### src/design/tmr_pkg.sv
package tmr_pkg;

  // Register indices; byte address is four times the index
  localparam logic [7:0] IDX_START_STOP = 8'h0E;
  localparam logic [7:0] IDX_T0_CTRL = 8'h0F;
  localparam logic [7:0] IDX_T0_RELOAD_HI = 8'h10;
  localparam logic [7:0] IDX_T0_RELOAD_LO = 8'h11;
  localparam logic [7:0] IDX_T0_COUNT_HI = 8'h12;
  localparam logic [7:0] IDX_T0_COUNT_LO = 8'h13;
  localparam int ADDR_SHIFT = 2;

  // Start/stop register layout
  localparam int MASK_LSB = 0;
  localparam int ACTIVE_LSB = 4;
  localparam int NUM_TIMERS = 4;

  // Timer zero control layout
  localparam int CTRL_HALT_RX_BIT = 7;
  localparam int CTRL_MODE_LSB = 4;
  localparam int CTRL_RESTART_BIT = 3;
  localparam int CTRL_CLK_LSB = 0;
  localparam logic [7:0] CTRL_RW_MASK = 8'hBB;

  // Reset values
  localparam logic [7:0] CTRL_RESET = 8'h00;
  localparam logic [7:0] RELOAD_RESET = 8'h00;
  localparam logic [15:0] COUNT_RESET = 16'h0000;
  localparam logic [3:0] ACTIVE_RESET = 4'h0;

  // Start modes
  typedef enum logic [1:0] {
    TMR_START_MANUAL = 2'b00,
    TMR_START_TX_END = 2'b01,
    TMR_START_LFO_NOUF = 2'b10,
    TMR_START_LFO_UF = 2'b11
  } tmr_start_mode_t;

  // Tick sources
  typedef enum logic [1:0] {
    TMR_CLK_FAST = 2'b00,
    TMR_CLK_SLOW = 2'b01,
    TMR_CLK_T2_UF = 2'b10,
    TMR_CLK_T1_UF = 2'b11
  } tmr_clk_sel_t;

  // Tick timing, rates in kHz
  localparam int MCLK_KHZ = 125000;
  localparam int FAST_KHZ = 13560;
  localparam int SLOW_DIV = 64;
  localparam int SLOW_DIV_W = 6;
  localparam int ACC_W = 18;
  localparam logic [ACC_W-1:0] ACC_MOD = ACC_W'(MCLK_KHZ);
  localparam logic [ACC_W-1:0] ACC_INC = ACC_W'(FAST_KHZ);
  localparam logic [SLOW_DIV_W-1:0] SLOW_LAST = SLOW_DIV_W'(SLOW_DIV - 1);

endpackage

### src/design/tmr_tick_gen.sv
`timescale 1ns/1ps
module tmr_tick_gen (
  input wire logic mclk,
  input wire logic rst,
  output logic tick_fast,
  output logic tick_slow
);

  logic [tmr_pkg::ACC_W-1:0] acc_q;
  logic [tmr_pkg::ACC_W-1:0] acc_sum;
  logic [tmr_pkg::SLOW_DIV_W-1:0] div_q;
  logic fast_d;

  // Fractional accumulator gives 13.56 MHz average tick rate
  always_comb begin
    acc_sum = acc_q + tmr_pkg::ACC_INC;
    fast_d = (acc_sum >= tmr_pkg::ACC_MOD);
  end

  always_ff @(posedge mclk) begin
    if (rst) begin
      acc_q <= '0;
    end else if (fast_d) begin
      acc_q <= acc_sum - tmr_pkg::ACC_MOD;
    end else begin
      acc_q <= acc_sum;
    end
  end

  always_ff @(posedge mclk) begin
    if (rst) begin
      tick_fast <= 1'b0;
    end else begin
      tick_fast <= fast_d;
    end
  end

  // Divide by 64 for the 211.875 kHz tick
  always_ff @(posedge mclk) begin
    if (rst) begin
      div_q <= '0;
      tick_slow <= 1'b0;
    end else begin
      tick_slow <= 1'b0;
      if (fast_d) begin
        div_q <= div_q + 1'b1;
        tick_slow <= (div_q == tmr_pkg::SLOW_LAST);
      end
    end
  end

endmodule

### src/design/tmr_top.sv
// Decided for this implementation: register access over AHB-Lite.
`timescale 1ns/1ps
// Behaviour
// - Low mask nibble gates writes to running bits
// - FFh sets all; F0h changes nothing
// - Bits 7..4 show timers three..zero counting
// - Masked write starts or stops immediately
// - Halt bit stops timer after first rx bits
// - Halt bit ignored in oscillator trimming modes
// - Mode zero: start only by software
// - Mode one: start at end of transmission
// - Modes two, three: trimming on rising edges
// - Auto restart, except in mode two, reloads and continues at zero
// - No auto restart, except in mode two: stop at zero, clear running
// - Every underflow sets timer interrupt flag
// - Clock select zero fast, one slow tick
// - Clock select two, three cascade other underflows
// - Start loads counter from reload word
// - Reload writes affect only next start or auto restart
// - Count high byte readable, read only
// - Count low byte readable at 13h
module tmr_top (
  input wire logic mclk,
  input wire logic rst,
  input wire logic hsel,
  input wire logic [31:0] haddr,
  input wire logic [1:0] htrans,
  input wire logic hwrite,
  input wire logic [2:0] hsize,
  input wire logic [31:0] hwdata,
  input wire logic hready,
  output logic hreadyout,
  output logic hresp,
  output logic [31:0] hrdata,
  input wire logic tx_end,
  input wire logic rx_first_bits,
  input wire logic low_freq_oscillator,
  input wire logic timer_one_underflow,
  input wire logic timer_two_underflow,
  output logic timer_zero_active,
  output logic timer_one_active,
  output logic timer_two_active,
  output logic timer_three_active,
  output logic timer_underflow_flag
);

  // Architectural registers
  logic [7:0] ctrl_q;
  logic [7:0] reload_hi_q;
  logic [7:0] reload_lo_q;
  logic [15:0] count_q;
  logic [3:0] active_q;
  logic lfo_q;

  // Bus pipeline state
  logic wr_pend_q;
  logic [7:0] wr_idx_q;
  logic rd_pend_q;
  logic rd_done_q;
  logic [7:0] rd_idx_q;
  logic [31:0] hrdata_q;

  // Address decode and write strobes
  logic addr_ok;
  logic accept;
  logic [7:0] wdata;
  logic wr_start_stop;
  logic wr_ctrl;
  logic wr_reload_hi;
  logic wr_reload_lo;
  logic [3:0] wr_mask;
  logic [3:0] wr_active;

  // Timer datapath
  logic tick_fast;
  logic tick_slow;
  logic tick;
  logic lfo_rise;
  logic lfo_mode;
  logic [15:0] timer_zero_reload_word;
  logic sw_start;
  logic sw_stop;
  logic hw_start;
  logic hw_stop;
  logic underflow;
  logic uf_stop;
  logic start_evt;
  logic stop_evt;
  logic [7:0] rd_val;
  logic [15:0] count_d;
  logic [3:0] active_d;
  logic rd_load;
  logic count_zero;
  logic uf_enabled;

  // Control fields
  tmr_pkg::tmr_start_mode_t auto_start_mode;
  tmr_pkg::tmr_clk_sel_t tick_source_select;
  logic halt_on_first_rx_bits;
  logic reload_on_zero;

  tmr_tick_gen u_tick (
    .mclk(mclk),
    .rst(rst),
    .tick_fast(tick_fast),
    .tick_slow(tick_slow)
  );

  // Only the low byte of each word is meaningful; upper data bits are
  // ignored on writes and read back as zero. Misaligned addresses are
  // accepted with an OKAY response but touch nothing.
  // Bus address phase decode
  assign addr_ok = (haddr[tmr_pkg::ADDR_SHIFT-1:0] == 2'b00);
  assign accept = hsel && htrans[1] && hready;

  // Write data phase follows an accepted write address phase
  always_ff @(posedge mclk) begin
    if (rst) begin
      wr_pend_q <= 1'b0;
      wr_idx_q <= '0;
    end else if (accept) begin
      wr_pend_q <= hwrite && addr_ok;
      wr_idx_q <= haddr[tmr_pkg::ADDR_SHIFT+7:tmr_pkg::ADDR_SHIFT];
    end else if (hready) begin
      wr_pend_q <= 1'b0;
    end
  end

  // Reads take one wait state so a preceding write is visible
  always_ff @(posedge mclk) begin
    if (rst) begin
      rd_pend_q <= 1'b0;
      rd_done_q <= 1'b0;
      rd_idx_q <= '0;
    end else if (accept) begin
      rd_pend_q <= !hwrite;
      rd_done_q <= 1'b0;
      rd_idx_q <= addr_ok ? haddr[tmr_pkg::ADDR_SHIFT+7:tmr_pkg::ADDR_SHIFT] : 8'hFF;
    end else if (rd_pend_q && !rd_done_q) begin
      rd_done_q <= 1'b1;
    end else if (hready) begin
      rd_pend_q <= 1'b0;
      rd_done_q <= 1'b0;
    end
  end

  // Register file is sampled during the single wait state
  assign rd_load = rd_pend_q && !rd_done_q;
  assign hreadyout = !rd_load;
  // Every transfer completes with an OKAY response
  assign hresp = 1'b0;
  assign hrdata = hrdata_q;

  // Write data phase strobes
  // Writes need no wait state
  assign wdata = hwdata[7:0];
  assign wr_start_stop = wr_pend_q && (wr_idx_q == tmr_pkg::IDX_START_STOP);
  assign wr_ctrl = wr_pend_q && (wr_idx_q == tmr_pkg::IDX_T0_CTRL);
  assign wr_reload_hi = wr_pend_q && (wr_idx_q == tmr_pkg::IDX_T0_RELOAD_HI);
  assign wr_reload_lo = wr_pend_q && (wr_idx_q == tmr_pkg::IDX_T0_RELOAD_LO);
  assign wr_mask = wr_start_stop ? wdata[tmr_pkg::MASK_LSB +: tmr_pkg::NUM_TIMERS] : 4'h0;
  assign wr_active = wdata[tmr_pkg::ACTIVE_LSB +: tmr_pkg::NUM_TIMERS];

  // Reserved control bits are held at zero
  always_ff @(posedge mclk) begin
    if (rst) begin
      ctrl_q <= tmr_pkg::CTRL_RESET;
    end else if (wr_ctrl) begin
      ctrl_q <= wdata & tmr_pkg::CTRL_RW_MASK;
    end
  end

  // Reload bytes never touch the running count
  always_ff @(posedge mclk) begin
    if (rst) begin
      reload_hi_q <= tmr_pkg::RELOAD_RESET;
      reload_lo_q <= tmr_pkg::RELOAD_RESET;
    end else begin
      if (wr_reload_hi) begin
        reload_hi_q <= wdata;
      end
      if (wr_reload_lo) begin
        reload_lo_q <= wdata;
      end
    end
  end

  // High byte forms the upper half of the reload word
  assign timer_zero_reload_word = {reload_hi_q, reload_lo_q};

  // Control fields
  assign halt_on_first_rx_bits = ctrl_q[tmr_pkg::CTRL_HALT_RX_BIT];
  assign auto_start_mode = tmr_pkg::tmr_start_mode_t'(ctrl_q[tmr_pkg::CTRL_MODE_LSB +: 2]);
  assign reload_on_zero = ctrl_q[tmr_pkg::CTRL_RESTART_BIT];
  assign tick_source_select = tmr_pkg::tmr_clk_sel_t'(ctrl_q[tmr_pkg::CTRL_CLK_LSB +: 2]);

  // The fast and slow ticks are single-cycle enables; the cascaded underflow
  // inputs are taken as levels, so they decrement the count on every cycle they are high.
  always_comb begin
    unique case (tick_source_select)
      tmr_pkg::TMR_CLK_FAST: tick = tick_fast;
      tmr_pkg::TMR_CLK_SLOW: tick = tick_slow;
      tmr_pkg::TMR_CLK_T2_UF: tick = timer_two_underflow;
      tmr_pkg::TMR_CLK_T1_UF: tick = timer_one_underflow;
    endcase
  end

  // Oscillator edge detect
  // Resets low, matching the idle level of the oscillator input
  always_ff @(posedge mclk) begin
    if (rst) begin
      lfo_q <= 1'b0;
    end else begin
      lfo_q <= low_freq_oscillator;
    end
  end

  assign lfo_rise = low_freq_oscillator && !lfo_q;
  // Both trimming modes start and stop on rising edges
  assign lfo_mode = (auto_start_mode == tmr_pkg::TMR_START_LFO_NOUF) ||
                    (auto_start_mode == tmr_pkg::TMR_START_LFO_UF);

  // Software reaches timer zero through the start/stop register mask;
  // hardware reaches it through the transmit, receive and oscillator
  // events, qualified by the start mode.
  // Start and stop sources for timer zero
  assign sw_start = wr_mask[0] && wr_active[0];
  assign sw_stop = wr_mask[0] && !wr_active[0];

  // Receive halt applies only outside the trimming modes
  always_comb begin
    hw_start = 1'b0;
    hw_stop = halt_on_first_rx_bits && rx_first_bits && !lfo_mode;
    unique case (auto_start_mode)
      tmr_pkg::TMR_START_MANUAL: begin
        hw_start = 1'b0;
      end
      tmr_pkg::TMR_START_TX_END: begin
        hw_start = tx_end && !active_q[0];
      end
      tmr_pkg::TMR_START_LFO_NOUF, tmr_pkg::TMR_START_LFO_UF: begin
        hw_start = lfo_rise && !active_q[0];
        hw_stop = lfo_rise && active_q[0];
      end
    endcase
  end

  // Underflow at a tick while count is zero; mode two wraps without it
  assign count_zero = (count_q == '0);
  assign uf_enabled = (auto_start_mode != tmr_pkg::TMR_START_LFO_NOUF);
  assign underflow = active_q[0] && tick && count_zero && uf_enabled;
  assign uf_stop = underflow && !reload_on_zero;

  // Software write wins over hardware events in the same cycle
  assign start_evt = sw_start || (!sw_stop && hw_start);
  assign stop_evt = sw_stop || (!sw_start && !hw_start && (hw_stop || uf_stop));

  // The count is not touched by reload writes; a new reload word only
  // matters at the next start or automatic restart.
  always_comb begin
    count_d = count_q;
    if (start_evt) begin
      count_d = timer_zero_reload_word;
    end else if (active_q[0] && !stop_evt && tick) begin
      if (underflow) begin
        count_d = timer_zero_reload_word;
      end else begin
        count_d = count_q - 16'h0001;
      end
    end
  end

  // A stopped timer simply holds its count
  always_ff @(posedge mclk) begin
    if (rst) begin
      count_q <= tmr_pkg::COUNT_RESET;
    end else begin
      count_q <= count_d;
    end
  end

  // Timers one to three: running bits follow masked software writes only
  for (genvar g = 1; g < tmr_pkg::NUM_TIMERS; g++) begin : g_active
    assign active_d[g] = wr_mask[g] ? wr_active[g] : active_q[g];
  end

  // Timer zero: a start beats any stop in the same cycle except a software stop
  assign active_d[0] = start_evt || (!stop_evt && active_q[0]);

  always_ff @(posedge mclk) begin
    if (rst) begin
      active_q <= tmr_pkg::ACTIVE_RESET;
    end else begin
      active_q <= active_d;
    end
  end

  // Running bits leave the block as separate levels
  assign timer_zero_active = active_q[0];
  assign timer_one_active = active_q[1];
  assign timer_two_active = active_q[2];
  assign timer_three_active = active_q[3];

  // One-cycle pulse per underflow; the sticky copy is held elsewhere
  always_ff @(posedge mclk) begin
    if (rst) begin
      timer_underflow_flag <= 1'b0;
    end else begin
      timer_underflow_flag <= underflow;
    end
  end

  // Count bytes are separate snapshots, not latched as a pair
  // Read mux; mask nibble and reserved bits read zero
  always_comb begin
    unique case (rd_idx_q)
      tmr_pkg::IDX_START_STOP: rd_val = {active_q, 4'h0};
      tmr_pkg::IDX_T0_CTRL: rd_val = ctrl_q;
      tmr_pkg::IDX_T0_RELOAD_HI: rd_val = reload_hi_q;
      tmr_pkg::IDX_T0_RELOAD_LO: rd_val = reload_lo_q;
      tmr_pkg::IDX_T0_COUNT_HI: rd_val = count_q[15:8];
      tmr_pkg::IDX_T0_COUNT_LO: rd_val = count_q[7:0];
      default: rd_val = 8'h00;
    endcase
  end

  always_ff @(posedge mclk) begin
    if (rst) begin
      hrdata_q <= 32'h0000_0000;
    end else if (rd_load) begin
      hrdata_q <= {24'h00_0000, rd_val};
    end
  end

endmodule

### config.mk
export PLATFORM = sky130hd
export DESIGN_NAME = tmr_top
export DESIGN_NICKNAME = d
export VERILOG_FILES = /design/src/design/tmr_pkg.sv /design/src/design/tmr_tick_gen.sv /design/src/design/tmr_top.sv
export SDC_FILE = /design/constraint.sdc
export NUM_CORES = 1
export LEC_CHECK = 0
export BUFFER_PORTS_ARGS = -buffer_cell sky130_fd_sc_hd__clkbuf_2
export CORE_MARGIN = 2
export CORE_UTILIZATION = 55
export CTS_CLUSTER_SIZE = 20
export DETAILED_ROUTE_END_ITERATION = 7
export MAX_ROUTING_LAYER = met4
export PLACE_DENSITY = 0.93
export SETUP_SLACK_MARGIN = 0.1
export SLEW_MARGIN = 0
export SYNTH_ARGS = -nofsm -noshare
export SYNTH_HDL_FRONTEND = slang
export SYNTH_SLANG_ARGS = --single-unit
### constraint.sdc
create_clock -name mclk -period 6.3 [get_ports mclk]
set_clock_uncertainty 0.15 [all_clocks]
set_input_delay 0.63 -clock mclk [delete_from_list [all_inputs] [get_ports mclk]]
set_output_delay 0.63 -clock mclk [all_outputs]
set_load 0.01 [all_outputs]
; Word level (Yosys, flattened, before mapping)
; Index checks and enable logic that the tools add are counted.
[totals]
regBits = 97
in_bits = 79
output_inout_bits = 39
[op_classes]
add_sub_neg = 4
magnitude_cmp = 1
n_eq_ne = 19
mux = 15
bitwise_logic = 1
reduce_logical = 53
[op_table]
columns = cell, n
row1 = $eq A8 B5 Y1 const B, 6
row2 = $mux W16, 3
row3 = $pmux W8 S6, 1
row4 = $eq A8 B4 Y1 const B, 4
row5 = $logic_and A1 B1 Y1, 25
row6 = $add A18 B14 Y18 const B, 1
row7 = $ge A18 B17 Y1 const B, 1
row8 = $mux W18, 1
row9 = $sub A18 B17 Y18 const B, 1
row10 = $logic_not A16 Y1, 1
row11 = $sub A16 B1 Y16 const B, 1
row12 = $logic_not A1 Y1, 12
row13 = $eq A2 B2 Y1 const B, 4
row14 = $mux W8, 1
row15 = $add A6 B1 Y6 const B, 1
row16 = $eq A6 B6 Y1 const B, 1
row17 = $logic_not A2 Y1, 3
row18 = $mux W1, 6
row19 = $reduce_bool A2 Y1, 3
row20 = $reduce_or A2 Y1, 3
row21 = $logic_or A1 B1 Y1, 5
row22 = $eq A2 B1 Y1 const B, 2
row23 = $mux W4, 1
row24 = $ne A2 B2 Y1 const B, 2
row25 = other kinds (4), 4

; Depth between registers and ports, before layout
; Gate-level depths: netlist of the first run.
[logic_depth]
depth_word = 14
mapped_depth = 13

; Hierarchy
; Synthesis of the first run repeated with hierarchy kept, for this count alone.
[unflattened]
cells_unflattened = 623
hier_area_um2 = 5283.8
[modules_own_cells]
columns = module, instances, cells_each, area_per_inst_um2
row1 = tmr_top, 1, 444, 3804.9
row2 = tmr_tick_gen, 1, 179, 1478.9

; Worst setup path after synthesis of the first run
; Ideal clock, no wire load.
[synth_path]
path_kind = flip-flop to flip-flop
start = register u_tick.acc_q[3] in the netlist's numbering
end = register u_tick.acc_q[4] in the netlist's numbering
setup_time_ns = 0.128
arrival_ns = 2.513
required_ns = 6.022
slack_ns = 3.509
path_stages_with_launch = 13
n_path_buf = 2
synth_period_minus_slack_ns = 2.791
path_cell_list = dfxtp_1 inv_1 ha_1 nor4b_2 o32ai_1 xor2_1 nand4_1 o21bai_1 buf_2 buf_2 nand2_1 xnor2_1 nor2_1
[synth_between]
elab_chain_cells = 3
elab_cells_between_ends = 4
classes_between = add/sub (2) / order compare (1) / mux (1)
[synth_rtl]
columns = element, line_no
row1 = from (decl), tmr_tick_gen.sv:9  ; logic [tmr_pkg::ACC_W-1:0] acc_q;
row2 = from (signal assigned), tmr_tick_gen.sv:24  ; acc_q <= acc_sum - tmr_pkg::ACC_MOD;
row3 = from (signal assigned), tmr_tick_gen.sv:26  ; acc_q <= acc_sum;
row4 = $add A18 B14 Y18 (*), tmr_tick_gen.sv:16  ; acc_sum = acc_q + tmr_pkg::ACC_INC;
row5 = $sub A18 B17 Y18 or $ge A18 B17 Y1 (tied branches), "tmr_tick_gen.sv:24, tmr_tick_gen.sv:17"
row6 = $mux W18 (*), tmr_tick_gen.sv:23  ; end else if (fast_d) begin
; Every way passes the cells marked *; elsewhere a longest branch is shown, timed or not.
; A chain may end at the register's enable or synchronous reset.

; Worst setup path in the final report of the first run
[layout_path]
start = register wr_idx_q[7]
end = register count_q[13]
[layout_between]
elab_chain_cells = 12
elab_cells_between_ends = 17
classes_between = eq/ne (1) / mux (2) / reduce/logical (14)
[layout_rtl]
columns = element, line_no
row1 = from (decl), tmr_top.sv:57  ; logic [7:0] wr_idx_q;
row2 = from (signal assigned), tmr_top.sv:123  ; wr_idx_q <= haddr[tmr_pkg::ADDR_SHIFT+7:tmr_pkg::ADDR_SHIFT];
row3 = $eq A8 B4 Y1 (*), tmr_top.sv:157  ; assign wr_start_stop = wr_pend_q && (wr_idx_q == tmr_pkg::IDX_START_STOP);
row4 = $logic_and A1 B1 Y1 (*), tmr_top.sv:157
row5 = $mux W4 (*), tmr_top.sv:161  ; assign wr_mask = wr_start_stop ? wdata[tmr_pkg::MASK_LSB +: tmr_pkg::NUM_TIMERS] : 4'h0;
row6 = $logic_and A1 B1 Y1, tmr_top.sv:227  ; assign sw_start = wr_mask[0] && wr_active[0];
row7 = $logic_not A1 Y1, tmr_top.sv:256  ; assign stop_evt = sw_stop || (!sw_start && !hw_start && (hw_stop || uf_stop));
row8 = $logic_and A1 B1 Y1 (2 in series), tmr_top.sv:256
row9 = $logic_or A1 B1 Y1, tmr_top.sv:256
row10 = $logic_not A1 Y1, tmr_top.sv:264  ; end else if (active_q[0] && !stop_evt && tick) begin
row11 = $logic_and A1 B1 Y1 (2 in series), tmr_top.sv:264
row12 = $reduce_bool A2 Y1 (no line), -
row13 = to (signal assigned), tmr_top.sv:276  ; count_q <= tmr_pkg::COUNT_RESET;
row14 = to (signal assigned), tmr_top.sv:278  ; count_q <= count_d;
row15 = to (decl), tmr_top.sv:51  ; logic [15:0] count_q;
; Marked as above.

==> results of run 1 <==
synthesized netlist by cell type (all sizes together) (7+ instances only):
master	number	area (sq um)
xor2	7	61.3
a21oi	49	245
a211oi	7	52.6
nor3	32	160
mux4	8	180
a221oi	7	61.3
mux2i	9	90.1
buf	32	220
inv	14	52.6
o21ai	29	145
nand3	11	55.1
clkbuf	30	114
nand2	94	353
nor2	62	233
dfxtp	94	1880
nand2b	12	75.1
xnor2	18	158
ha	7	87.6
layout make-up:
type / instances / area, sq um / area share
clock buffers: 9 / 124 / 0.0234
clock inverters: 6 / 93.8 / 0.0177
inverters: 14 / 52.6 / 0.00993
multi-input cells: 467 / 2770 / 0.524
flip-flops and latches: 94 / 1880 / 0.356
well taps: 108 / 135 / 0.0255
repair buffers: 45 / 233 / 0.0440
state kept, by name, summed over array words and instances, names as in the netlist:
register / flops
u_tick.div_q: 6
u_tick.acc_q: 15
rd_done_q: 1
ctrl_q: 6
timer_underflow_flag: 1
wr_pend_q: 1
count_q: 16
hrdata: 8
reload_hi_q: 8
rd_idx_q: 8
wr_idx_q: 8
rd_pend_q: 1
u_tick.tick_slow: 1
u_tick.tick_fast: 1
active_q: 4
reload_lo_q: 8
lfo_q: 1
through the flow:
step           utilization  instance area [sq um]  hold slack, ps  setup slack [ps]
2_1_floorplan            -                   5040             281              3510
3_3_place_gp         0.582                   5070             290              3160
4_1_cts              0.607                   5290             314              3030
3_5_place_dp         0.582                   5070             300              3080
5_1_grt              0.607                   5290             329              2700
6_report             0.607                   5290             310              2990
logic make-up after synthesis:
kind of cell	Yosys count	synth area share
compound gates	129	0.162
xor+xnor	25	0.0442
fa+ha+maj	7	0.0177
buf+inv	76	0.0781
flops	94	0.380
mux	22	0.0660
other cells	1	0.000758
simple gates	259	0.251
worst paths after layout:
path,start,end,slack [ps],depth (start not counted)
min,hrdata[2],hrdata[2],310,2
min reg2reg,hrdata[2],hrdata[2],310,2
max,wr_idx_q[7],count_q[13],2990,7
max reg2reg,wr_idx_q[7],count_q[13],2990,7
where the power goes:
part           switching [uW]  internal [uW]
Sequential               51.8            627
Clock                     216            225
Combinational             170            127
worst register-to-register path: cells and delay by family, from the launching register on:
family	cells	cell delay [ps]
flip-flops	1	320
multiplexers	1	380
AND/OR/NAND/NOR	4	1720
AO/OA/AOI/OAI	2	670
metal layers:
| layer | vias up | global-route usage |
|---|---|---|
| met1 | 2082 | 0.297 |
| met3 | 41 | 0.0617 |
| met2 | 231 | 0.411 |
| met4 | 0 | 0.100 |
| met5 | - | - |
| li1 | 2141 | - |
==> summary.txt, run 1 <==
Die
  • Core area: roughly 0.0087 sq mm
  • Die Footprint: 0.00977 sq mm
  • # IOs: 118
  • Row Count: 34
  • Initial Utilization: 0.567
  • Die W: around 99 um
  • Die span in y: 98.9 um

Critical path
  • CP required: 6440 ps
  • CP bufs+invs: 0
  • CP Capture Type: flip-flop
  • Setup Crit Path Kind: reg -> reg
  • Crit path cell chain: or4b_1 -> nor4b_2 -> mux2i_1 -> nand2_1 -> o41ai_1 -> a22oi_1 -> nor2_1
  • Crit path max-delay family: simple AND/OR/NAND/NOR gates
  • Setup crit start kind: flip-flop
  • Critical Path Fanout Max: 33
  • Crit-path max cell delay: slightly above 600 ps
  • CP max-delay cell: or4b_1
  • Worst Path Arrival: 3450 ps

Routing
  • M1 wire length: 4720 um
  • Pre-antenna DRT Iters: 5
  • DRC Markers: 0
  • Final wirelength: 11,600 um
  • Via count: 4,495
  • Routed length on met2: 5610 um
  • Met3 WL: between 800 and 900 um
  • Drt wl/cell: 15.6 um
  • ANT nets after route: 0
  • DR vias/cell: between 6 and 7
  • Top sig layer: met4
  • Initial DRC Count: 378

STA
  • Max Slew Vio Count: 0
  • Setup TNS: 0 ps
  • Max Freq: 302 MHz
  • Final-report setup violation count: 0
  • RSZ-0062 raised after global routing: no
  • Final Hold Fails: 0
  • Fin crit share: 0.526
  • Tmin final: 3310 ps
  • Slew HR: 0.279
  • Worst slew pin tran: 1070 ps

Status
  • Outcome: finished, final reports clean

Global routing
  • GRT Util Overall: 0.251
  • First-pass GRT wire length: 19,600 um
  • Initial antenna violation count: 0
  • Total grt overflow: 0
  • Largest net degree at the start of global routing: 95
  • Vias in the first global route: 4,202

Clock tree
  • Clk_lat worst skew: 360 ps
  • Clk slew on worst S/H paths: 100 ps
  • CTS max path bufs: 2
  • # clock sinks: 94
  • H-tree Lvls: 3
  • Postcts setup bufs: 0
  • Hold buffer count at cts: 0
  • Cts repair resizes: 0
  • CTS tree: yes
  • Number of CTS-inserted buffers: 9
  • Root Buffer: clkbuf_8

Layout
  • Most frequent cells in the layout: 94 x nand2_1, 94 x dfxtp_1, 62 x nor2_1
  • Layout cell share with drive strength beyond 1: 0.124
  • Nets: 717
  • # fillers: 733
  • Diodes inserted: 0
  • Non-filler instance count after layout: 743
  • Layout area overhead: 6.90%

Flow run
  • Max cap viols: 0

Synth
  • Register area share after synthesis: 0.380
  • Syn_area_per_cell: slightly above 8 sq um
  • Cells after synthesis: 613
  • Post-synth EDFFs: 0
  • Synthesized flop and latch total: 94
  • Synthesis Warnings: 0
  • Post-synth ARST share: 0
  • Count of different cell masters after synthesis: 58
  • Top_reg_cell synth: dfxtp_1
  • Cell Area, Synth: 0.00495 sq mm

Place
  • Final HPWL DP: 8390 um
  • # port buffers: 42
  • GP Congestion: approximately 0.9
  • Inst Count DP: 728

Hold path
  • Classification of the worst-slack hold path: reg -> reg

Pwr
  • Total power: between 1000 and 1500 uW
  • Leakage: 0.00197 uW
  • Peak VDD IR: 220 uV
  • PwrDens: approximately 270 mW/mm^2
(Power assumes the default switching activity.)
==> run 2: changes to the inputs <==
--- a/config.mk
+++ b/config.mk
@@ -5,13 +5,14 @@
 export SDC_FILE = /design/constraint.sdc
 export NUM_CORES = 1
 export LEC_CHECK = 0
+export ABC_AREA = 1
 export BUFFER_PORTS_ARGS = -buffer_cell sky130_fd_sc_hd__clkbuf_2
 export CORE_MARGIN = 2
 export CORE_UTILIZATION = 55
 export CTS_CLUSTER_SIZE = 20
 export DETAILED_ROUTE_END_ITERATION = 7
 export MAX_ROUTING_LAYER = met4
-export PLACE_DENSITY = 0.93
+export PLACE_DENSITY = 0.91
 export SETUP_SLACK_MARGIN = 0.1
 export SLEW_MARGIN = 0
 export SYNTH_ARGS = -nofsm -noshare
==> constraint.sdc (replaced) <==
create_clock -name mclk -period 3.3 [get_ports mclk]
set_clock_uncertainty 0.15 [all_clocks]
set_input_delay 0.33 -clock mclk [delete_from_list [all_inputs] [get_ports mclk]]
set_output_delay 0.33 -clock mclk [all_outputs]
set_load 0.01 [all_outputs]
==> run 2 against run 1 <==
First-iteration DRC count down 3.7%. Critical path depth up 7. Final area up 13%. Largest power group unchanged.
==> summary.txt, run 2 <==
Clock tree
  • Cts repair resizes: 0
  • CTS tree: yes
  • # clock sinks: 94
  • Postcts setup bufs: 0
  • Clk_lat worst skew: 370 ps
  • H-tree Lvls: 3
  • Hold buffer count at cts: 0
  • Root Buffer: clkbuf_8
  • CTS max path bufs: 2
  • Clk slew on worst S/H paths: between 100 and 150 ps
  • Number of CTS-inserted buffers: 9

Synth
  • Synth area leaders: dfxtp_1 34%, nand2_1 9.5%, inv_1 5.9%
  • Area share of the largest cell type after synthesis: 0.337
  • Cell Area, Synth: 0.00558 sq mm
  • Post-synth EDFFs: 0
  • Register area share after synthesis: 0.337
  • Leading area contributor after synthesis: dfxtp_1
  • Count of different cell masters after synthesis: between 40 and 50
  • Synthesis Warnings: 0
  • Syn_area_per_cell: 7.02 sq um
  • Post-synth ARST share: 0
  • Synthesized flop and latch total: 94
  • Top_reg_cell synth: dfxtp_1
  • Most frequent cell after synthesis: nand2_1
  • Cells after synthesis: 794
  • Synth top cells by count: 141 x nand2_1, 94 x dfxtp_1, 87 x inv_1, 76 x nor2_1

Global routing
  • Largest net degree at the start of global routing: 50
  • Initial antenna violation count: 0
  • First-pass GRT wire length: 22,000 um
  • Vias in the first global route: 4,922
  • GRT Util Overall: 0.249
  • Total grt overflow: 0

Pwr
  • Leakage: 0.00262 uW
  • PwrDens: 457 mW/mm^2
  • Peak VDD IR: 383 uV

Die
  • Die W: 105 um
  • Die span in y: 105 um
  • Die Footprint: 0.0110 sq mm
  • Initial Utilization: 0.568
  • # IOs: 118
  • Row Count: 36
  • Core area: 0.00982 sq mm

Layout
  • Layout area overhead: 6.93%
  • Most frequent cells in the layout: 141 x nand2_1, 94 x dfxtp_1, 87 x inv_1
  • Most common library cell in the layout ignoring fill and taps: nand2_1
  • Non-filler instance count after layout: 969
  • # fillers: 901
  • Nets: 917
  • Largest reg by FF count: count_q
  • Layout cell share with drive strength beyond 1: 0.188
  • Largest regs: count_q: 16 flops, u_tick.acc_q: 15 flops
  • Diodes inserted: 0
  • Max reg flops: 16

STA
  • Hold_ws: 9.89 ps
  • Slew HR: 0.524
  • Fin crit share: 0.842
  • Max Slew Vio Count: 0
  • Worst slew pin tran: slightly above 700 ps
  • Final Hold Fails: 0
  • Setup TNS: 0 ps
  • Tmin final: 2780 ps
  • Max Freq: ~360 MHz
  • Final-report setup violation count: 0
  • RSZ-0062 raised after global routing: no

Place
  • GP Congestion: 0.953
  • # port buffers: 42
  • Final HPWL DP: 9380 um
  • Inst Count DP: ~950

Critical path
  • Critical Path End: u_tick.acc_q[5]
  • Setup crit start kind: flip-flop
  • CP Capture Type: flip-flop
  • Critical Path Source: u_tick.acc_q[3]
  • RR Startpoint: u_tick.acc_q[3]
  • Setup Crit Path Kind: reg -> reg
  • CP required: 3420 ps
  • R2r setup slk: between 500 and 600 ps
  • FF-to-FF End: u_tick.acc_q[5]
  • Reg2reg path depth: 14
  • Critical Path Fanout Max: 23
  • Worst Path Arrival: 2900 ps

Routing
  • ANT nets after route: 0
  • Initial DRC Count: 364
  • Drt wl/cell: 13.4 um
  • Via count: 5,276
  • Pre-antenna DRT Iters: 5
  • DRC Markers: 0
  • Final wirelength: 13,000 um
  • DR vias/cell: 5.44

Flow run
  • Max cap viols: 0

Status
  • Outcome: finished, final reports clean

Hold path
  • Classification of the worst-slack hold path: in -> reg
run 2: changes by cell type after synthesis, sizes merged, moves of 19 or more:
| cell | delta |
|---|---|
| nand3 | +51 |
| inv | +88 |
| nor2 | +21 |
| o21ai | +39 |
| nand2 | +83 |
| clkbuf | -19 |
run 2: worst min path at each step:
stage                                    from               end  slack [ps]  cells after the start
after global placement              hrdata[4]         hrdata[4]         300                      2
final                               hwdata[3]       active_q[3]          10                      2
after floorplan           low_freq_oscillator             lfo_q         290                      2
after detailed placement      u_tick.div_q[4]  u_tick.tick_slow         310                      2
after CTS                           hwdata[2]       active_q[2]           8                      2
after global routing                hwdata[2]       active_q[2]          10                      2
run 2: stage by stage:
step | area (sq um) | setup WS, ps | util | power, uW
6_report | 5960 | 520 | 0.607 | 2730
5_1_grt | 5960 | 254 | 0.607 | 2860
4_1_cts | 5960 | 530 | 0.607 | 2730
3_5_place_dp | 5770 | 541 | 0.587 | 1980
3_3_place_gp | 5770 | 610 | 0.587 | 1950
2_1_floorplan | 5670 | 991 | - | 1870
run 2: area by class of cell:
| type | instances | area (sq um) | share of cell area |
|---|---|---|---|
| well taps | 133 | 166 | 0.0279 |
| repair buffers | 49 | 263 | 0.0441 |
| flip-flops and latches | 94 | 1880 | 0.316 |
| inverters | 103 | 387 | 0.0648 |
| multi-input cells | 574 | 3070 | 0.514 |
| clock inverters | 7 | 73.8 | 0.0124 |
| clock buffers | 9 | 124 | 0.0208 |
run 2: critical path, stage by stage, from the launching register on:
cell	delay (ps)
dfxtp_1	520
inv_1	140
ha_1	270
inv_2	80
nor2_4	50
nor2_4	130
nand3_1	180
nand2_1	150
nand4_2	120
nand2_2	110
nand3_2	100
nand2_4	210
nand2_8	200
o21ai_0	200
nor2_1	60
run 2: cells by family (layout without fill, tap and decap cells):
logic type      Yosys count  count (layout)  synth area share
compound gates          160             160             0.173
fa+ha+maj                 7               7            0.0157
xor+xnor                 19              19            0.0298
other cells               1              25          0.000672
simple gates            363             363             0.315
flops                    94              94             0.337
buf+inv                 150             168             0.129
run 2: routing by layer:
layer,up-vias,global-route usage,share of wire
li1,2618,-,-
met1,2395,0.296,0.40
met2,220,0.426,0.50
met3,43,0.0356,0.064
met4,0,0.0981,0.033
met5,-,-,0
run 2: power breakdown:
group / leakage (uW) / internal (uW) / switching, uW
clock: 0.000101 / 298 / 464
sequential: 0.000763 / 1190 / 57.9
combinational: 0.00176 / 242 / 478
==> run 3: changes to the inputs <==
--- a/config.mk
+++ b/config.mk
@@ -5,14 +5,14 @@
 export SDC_FILE = /design/constraint.sdc
 export NUM_CORES = 1
 export LEC_CHECK = 0
-export ABC_AREA = 1
+export ABC_AREA = 0
 export BUFFER_PORTS_ARGS = -buffer_cell sky130_fd_sc_hd__clkbuf_2
 export CORE_MARGIN = 2
-export CORE_UTILIZATION = 55
+export CORE_UTILIZATION = 49
 export CTS_CLUSTER_SIZE = 20
 export DETAILED_ROUTE_END_ITERATION = 7
 export MAX_ROUTING_LAYER = met4
-export PLACE_DENSITY = 0.91
+export PLACE_DENSITY = 0.88
 export SETUP_SLACK_MARGIN = 0.1
 export SLEW_MARGIN = 0
 export SYNTH_ARGS = -nofsm -noshare
==> constraint.sdc (replaced) <==
create_clock -name mclk -period 2.3 [get_ports mclk]
set_clock_uncertainty 0.15 [all_clocks]
set_input_delay 0.23 -clock mclk [delete_from_list [all_inputs] [get_ports mclk]]
set_output_delay 0.23 -clock mclk [all_outputs]
set_load 0.01 [all_outputs]
==> run 3 against run 2 <==
The flow now finishes with violations (design-rule violations, negative setup slack). Sequential share of layout area down 4.6 points. Non-clock buffer count grew 117. Clock power rose by 40%. Final area grew 17%. Critical endpoint is now u_tick.acc_q[6]. Highest routed layer unchanged.
==> summary.txt, run 3 (same netlist as run 1, synthesis figures left out) <==
Status
  • Outcome: finished with violations
  • Failing checks: design-rule violations, negative setup slack

Pwr
  • Leakage: 0.00283 uW
  • Total power: 4530 uW
  • PwrDens: 647 mW/mm^2
  • Peak VDD IR: 797 uV

Layout
  • Most common library cell in the layout ignoring fill and taps: dfxtp_1
  • Largest reg by FF count: count_q
  • Layout cell share with drive strength beyond 1: 0.376
  • Largest regs: count_q: 16 flops, u_tick.acc_q: 15 flops
  • Layout area overhead: 41.6%
  • # fillers: about 650
  • Nets: 838
  • Most frequent cells in the layout: 90 x dfxtp_1, 89 x buf_4, 80 x nand2_1
  • Non-filler instance count after layout: approximately 900
  • Max reg flops: 16

Clock tree
  • # clock sinks: 94
  • CTS max path bufs: 2
  • H-tree Lvls: 3
  • Clk slew on worst S/H paths: 100 ps
  • Clk_lat worst skew: around 370 ps
  • CTS tree: yes
  • Root Buffer: clkbuf_8
  • Number of CTS-inserted buffers: 9

Place
  • GP Congestion: 0.979
  • Final HPWL DP: 9930 um
  • Inst Count DP: 836
  • # port buffers: 42

Critical path
  • CP bufs+invs: 5
  • CP Capture Type: flip-flop
  • Crit path max-delay family: simple AND/OR/NAND/NOR gates
  • Setup crit start kind: flip-flop
  • Crit-path max cell delay: 470 ps
  • Crit path cell chain: inv_4 -> ha_4 -> or4b_4 -> mux2i_2 -> a31oi_2 -> o2bb2ai_2 -> o21bai_1 -> buf_4 -> buf_4 -> buf_6 -> buf_6 -> nand2b_4 -> xnor2_2 -> nor2_1
  • Critical Path Fanout Max: 4
  • CP required: 2400 ps
  • Setup Crit Path Kind: reg -> reg
  • Critical Path Source: u_tick.acc_q[4]
  • RR Startpoint: u_tick.acc_q[4]
  • Worst Path Arrival: ~2900 ps
  • CP max-delay cell: or4b_4

STA
  • Final Hold Fails: 0
  • Max Freq: 355 MHz
  • Fin crit share: 1.22
  • Final-report setup violation count: 39
  • Slew HR: 0.499
  • Worst slew pin tran: 750 ps
  • Hold_ws: 18.7 ps
  • Post-route setup slack: -514 ps
  • RSZ-0062 raised after global routing: yes
  • Max Slew Vio Count: 0
  • Tmin final: 2810 ps

Die
  • Die Footprint: 0.0109 sq mm
  • Die W: 104 um
  • Initial Utilization: 0.506
  • Row Count: 36
  • # IOs: approximately 120
  • Core area: between 0.009 and 0.01 sq mm
  • Die span in y: 104 um

Routing
  • Via count: 5,479
  • DR vias/cell: 6.15
  • ANT nets after route: 0
  • Drt wl/cell: around 20 um
  • Final wirelength: 17,700 um
  • DRC Markers: 4
  • Initial DRC Count: 588
  • Pre-antenna DRT Iters: 8

Hold path
  • Classification of the worst-slack hold path: in -> reg
  • Hold wc startpoint: hwdata[7]

Flow run
  • Max cap viols: 0

Global routing
  • First-pass GRT wire length: 25,400 um
  • Total grt overflow: 0
  • Vias in the first global route: between 5k and 6k
  • GRT Util Overall: 0.297
  • Initial antenna violation count: 0
  • Largest net degree at the start of global routing: 73
==> run 3: changes by cell type in the layout (fill, tap and decap cells not counted), sizes merged, moves of 11 or more <==
| cell | before | now |
|---|---|---|
| nor2 | 83 | 62 |
| buf | 7 | 111 |
| a21oi | 60 | 49 |
| nand3 | 62 | 11 |
| dlygate4sd3 | 0 | 12 |
| inv | 105 | 17 |
| nand2 | 177 | 94 |
| nand2b | 0 | 12 |
| xnor2 | 2 | 18 |
| nor3 | 16 | 32 |
| o21ai | 68 | 29 |
==> run 3: where the power goes <==
group / leakage (uW) / total (uW) / switching, uW / internal (uW)
registers: 0.000764 / 1830 / 112 / 1720
clock network: 0.0000959 / 1070 / 658 / 409
logic: 0.00197 / 1630 / 808 / 826
total: 0.00283 / 4530 / 1580 / 2960
==> run 3: area by class of cell <==
cell class                      count  area, sq um  share of cell area
Multi-Input combinational cell    467         3360               0.480
Clock inverter                      7         56.3             0.00804
Timing Repair Buffer              166         1350               0.193
Antenna cell                        1         2.50            0.000357
Tap cell                          133          166              0.0238
Inverter                           14         57.6             0.00821
Clock buffer                        9          124              0.0177
Sequential cell                    94         1890               0.270
==> run 3: worst min-delay path: stages <==
cell and delay [ps]:
clkbuf_2 130, nand2_1 70, a21oi_1 70
==> run 3: worst paths after layout <==
path / endpoint / slack, ps / cells after the start
setup / recovery: u_tick.acc_q[6] / -510 / 14
hold / removal: reload_lo_q[7] / 20 / 3
setup reg to reg: u_tick.acc_q[6] / -510 / 14
hold reg to reg: hrdata[2] / 330 / 2
==> run 3: stage by stage <==
step	utilization	setup TNS [ps]	worst slack (ps)	area, sq um
after floorplan	-	-3290	-235	5230
after global placement	0.601	-7830	-392	5880
after detailed placement	0.601	-10120	-459	5880
after CTS	0.674	-9350	-386	6590
after global routing	0.717	-17980	-628	7000
final	0.717	-14050	-514	7010
==> run 3: layer usage <==
layer	track usage	wire [um]	up-vias
met5	-	0	-
met1	0.319	6280	2558
li1	-	-	2376
met2	0.507	8750	413
met3	0.0645	1510	132
met4	0.168	1190	0
==> run 3: timing repair <==
item | 4_1_cts | 5_1_grt
buffers inserted | 11 | 14
gates resized for setup | 69 | 58
pin swaps | 36 | 34
hold buffers | 12 | 0
gates cloned | 3 | 1
endpoints found under the setup margin | 55 | 55
hold endpoints to repair | 13 | 0
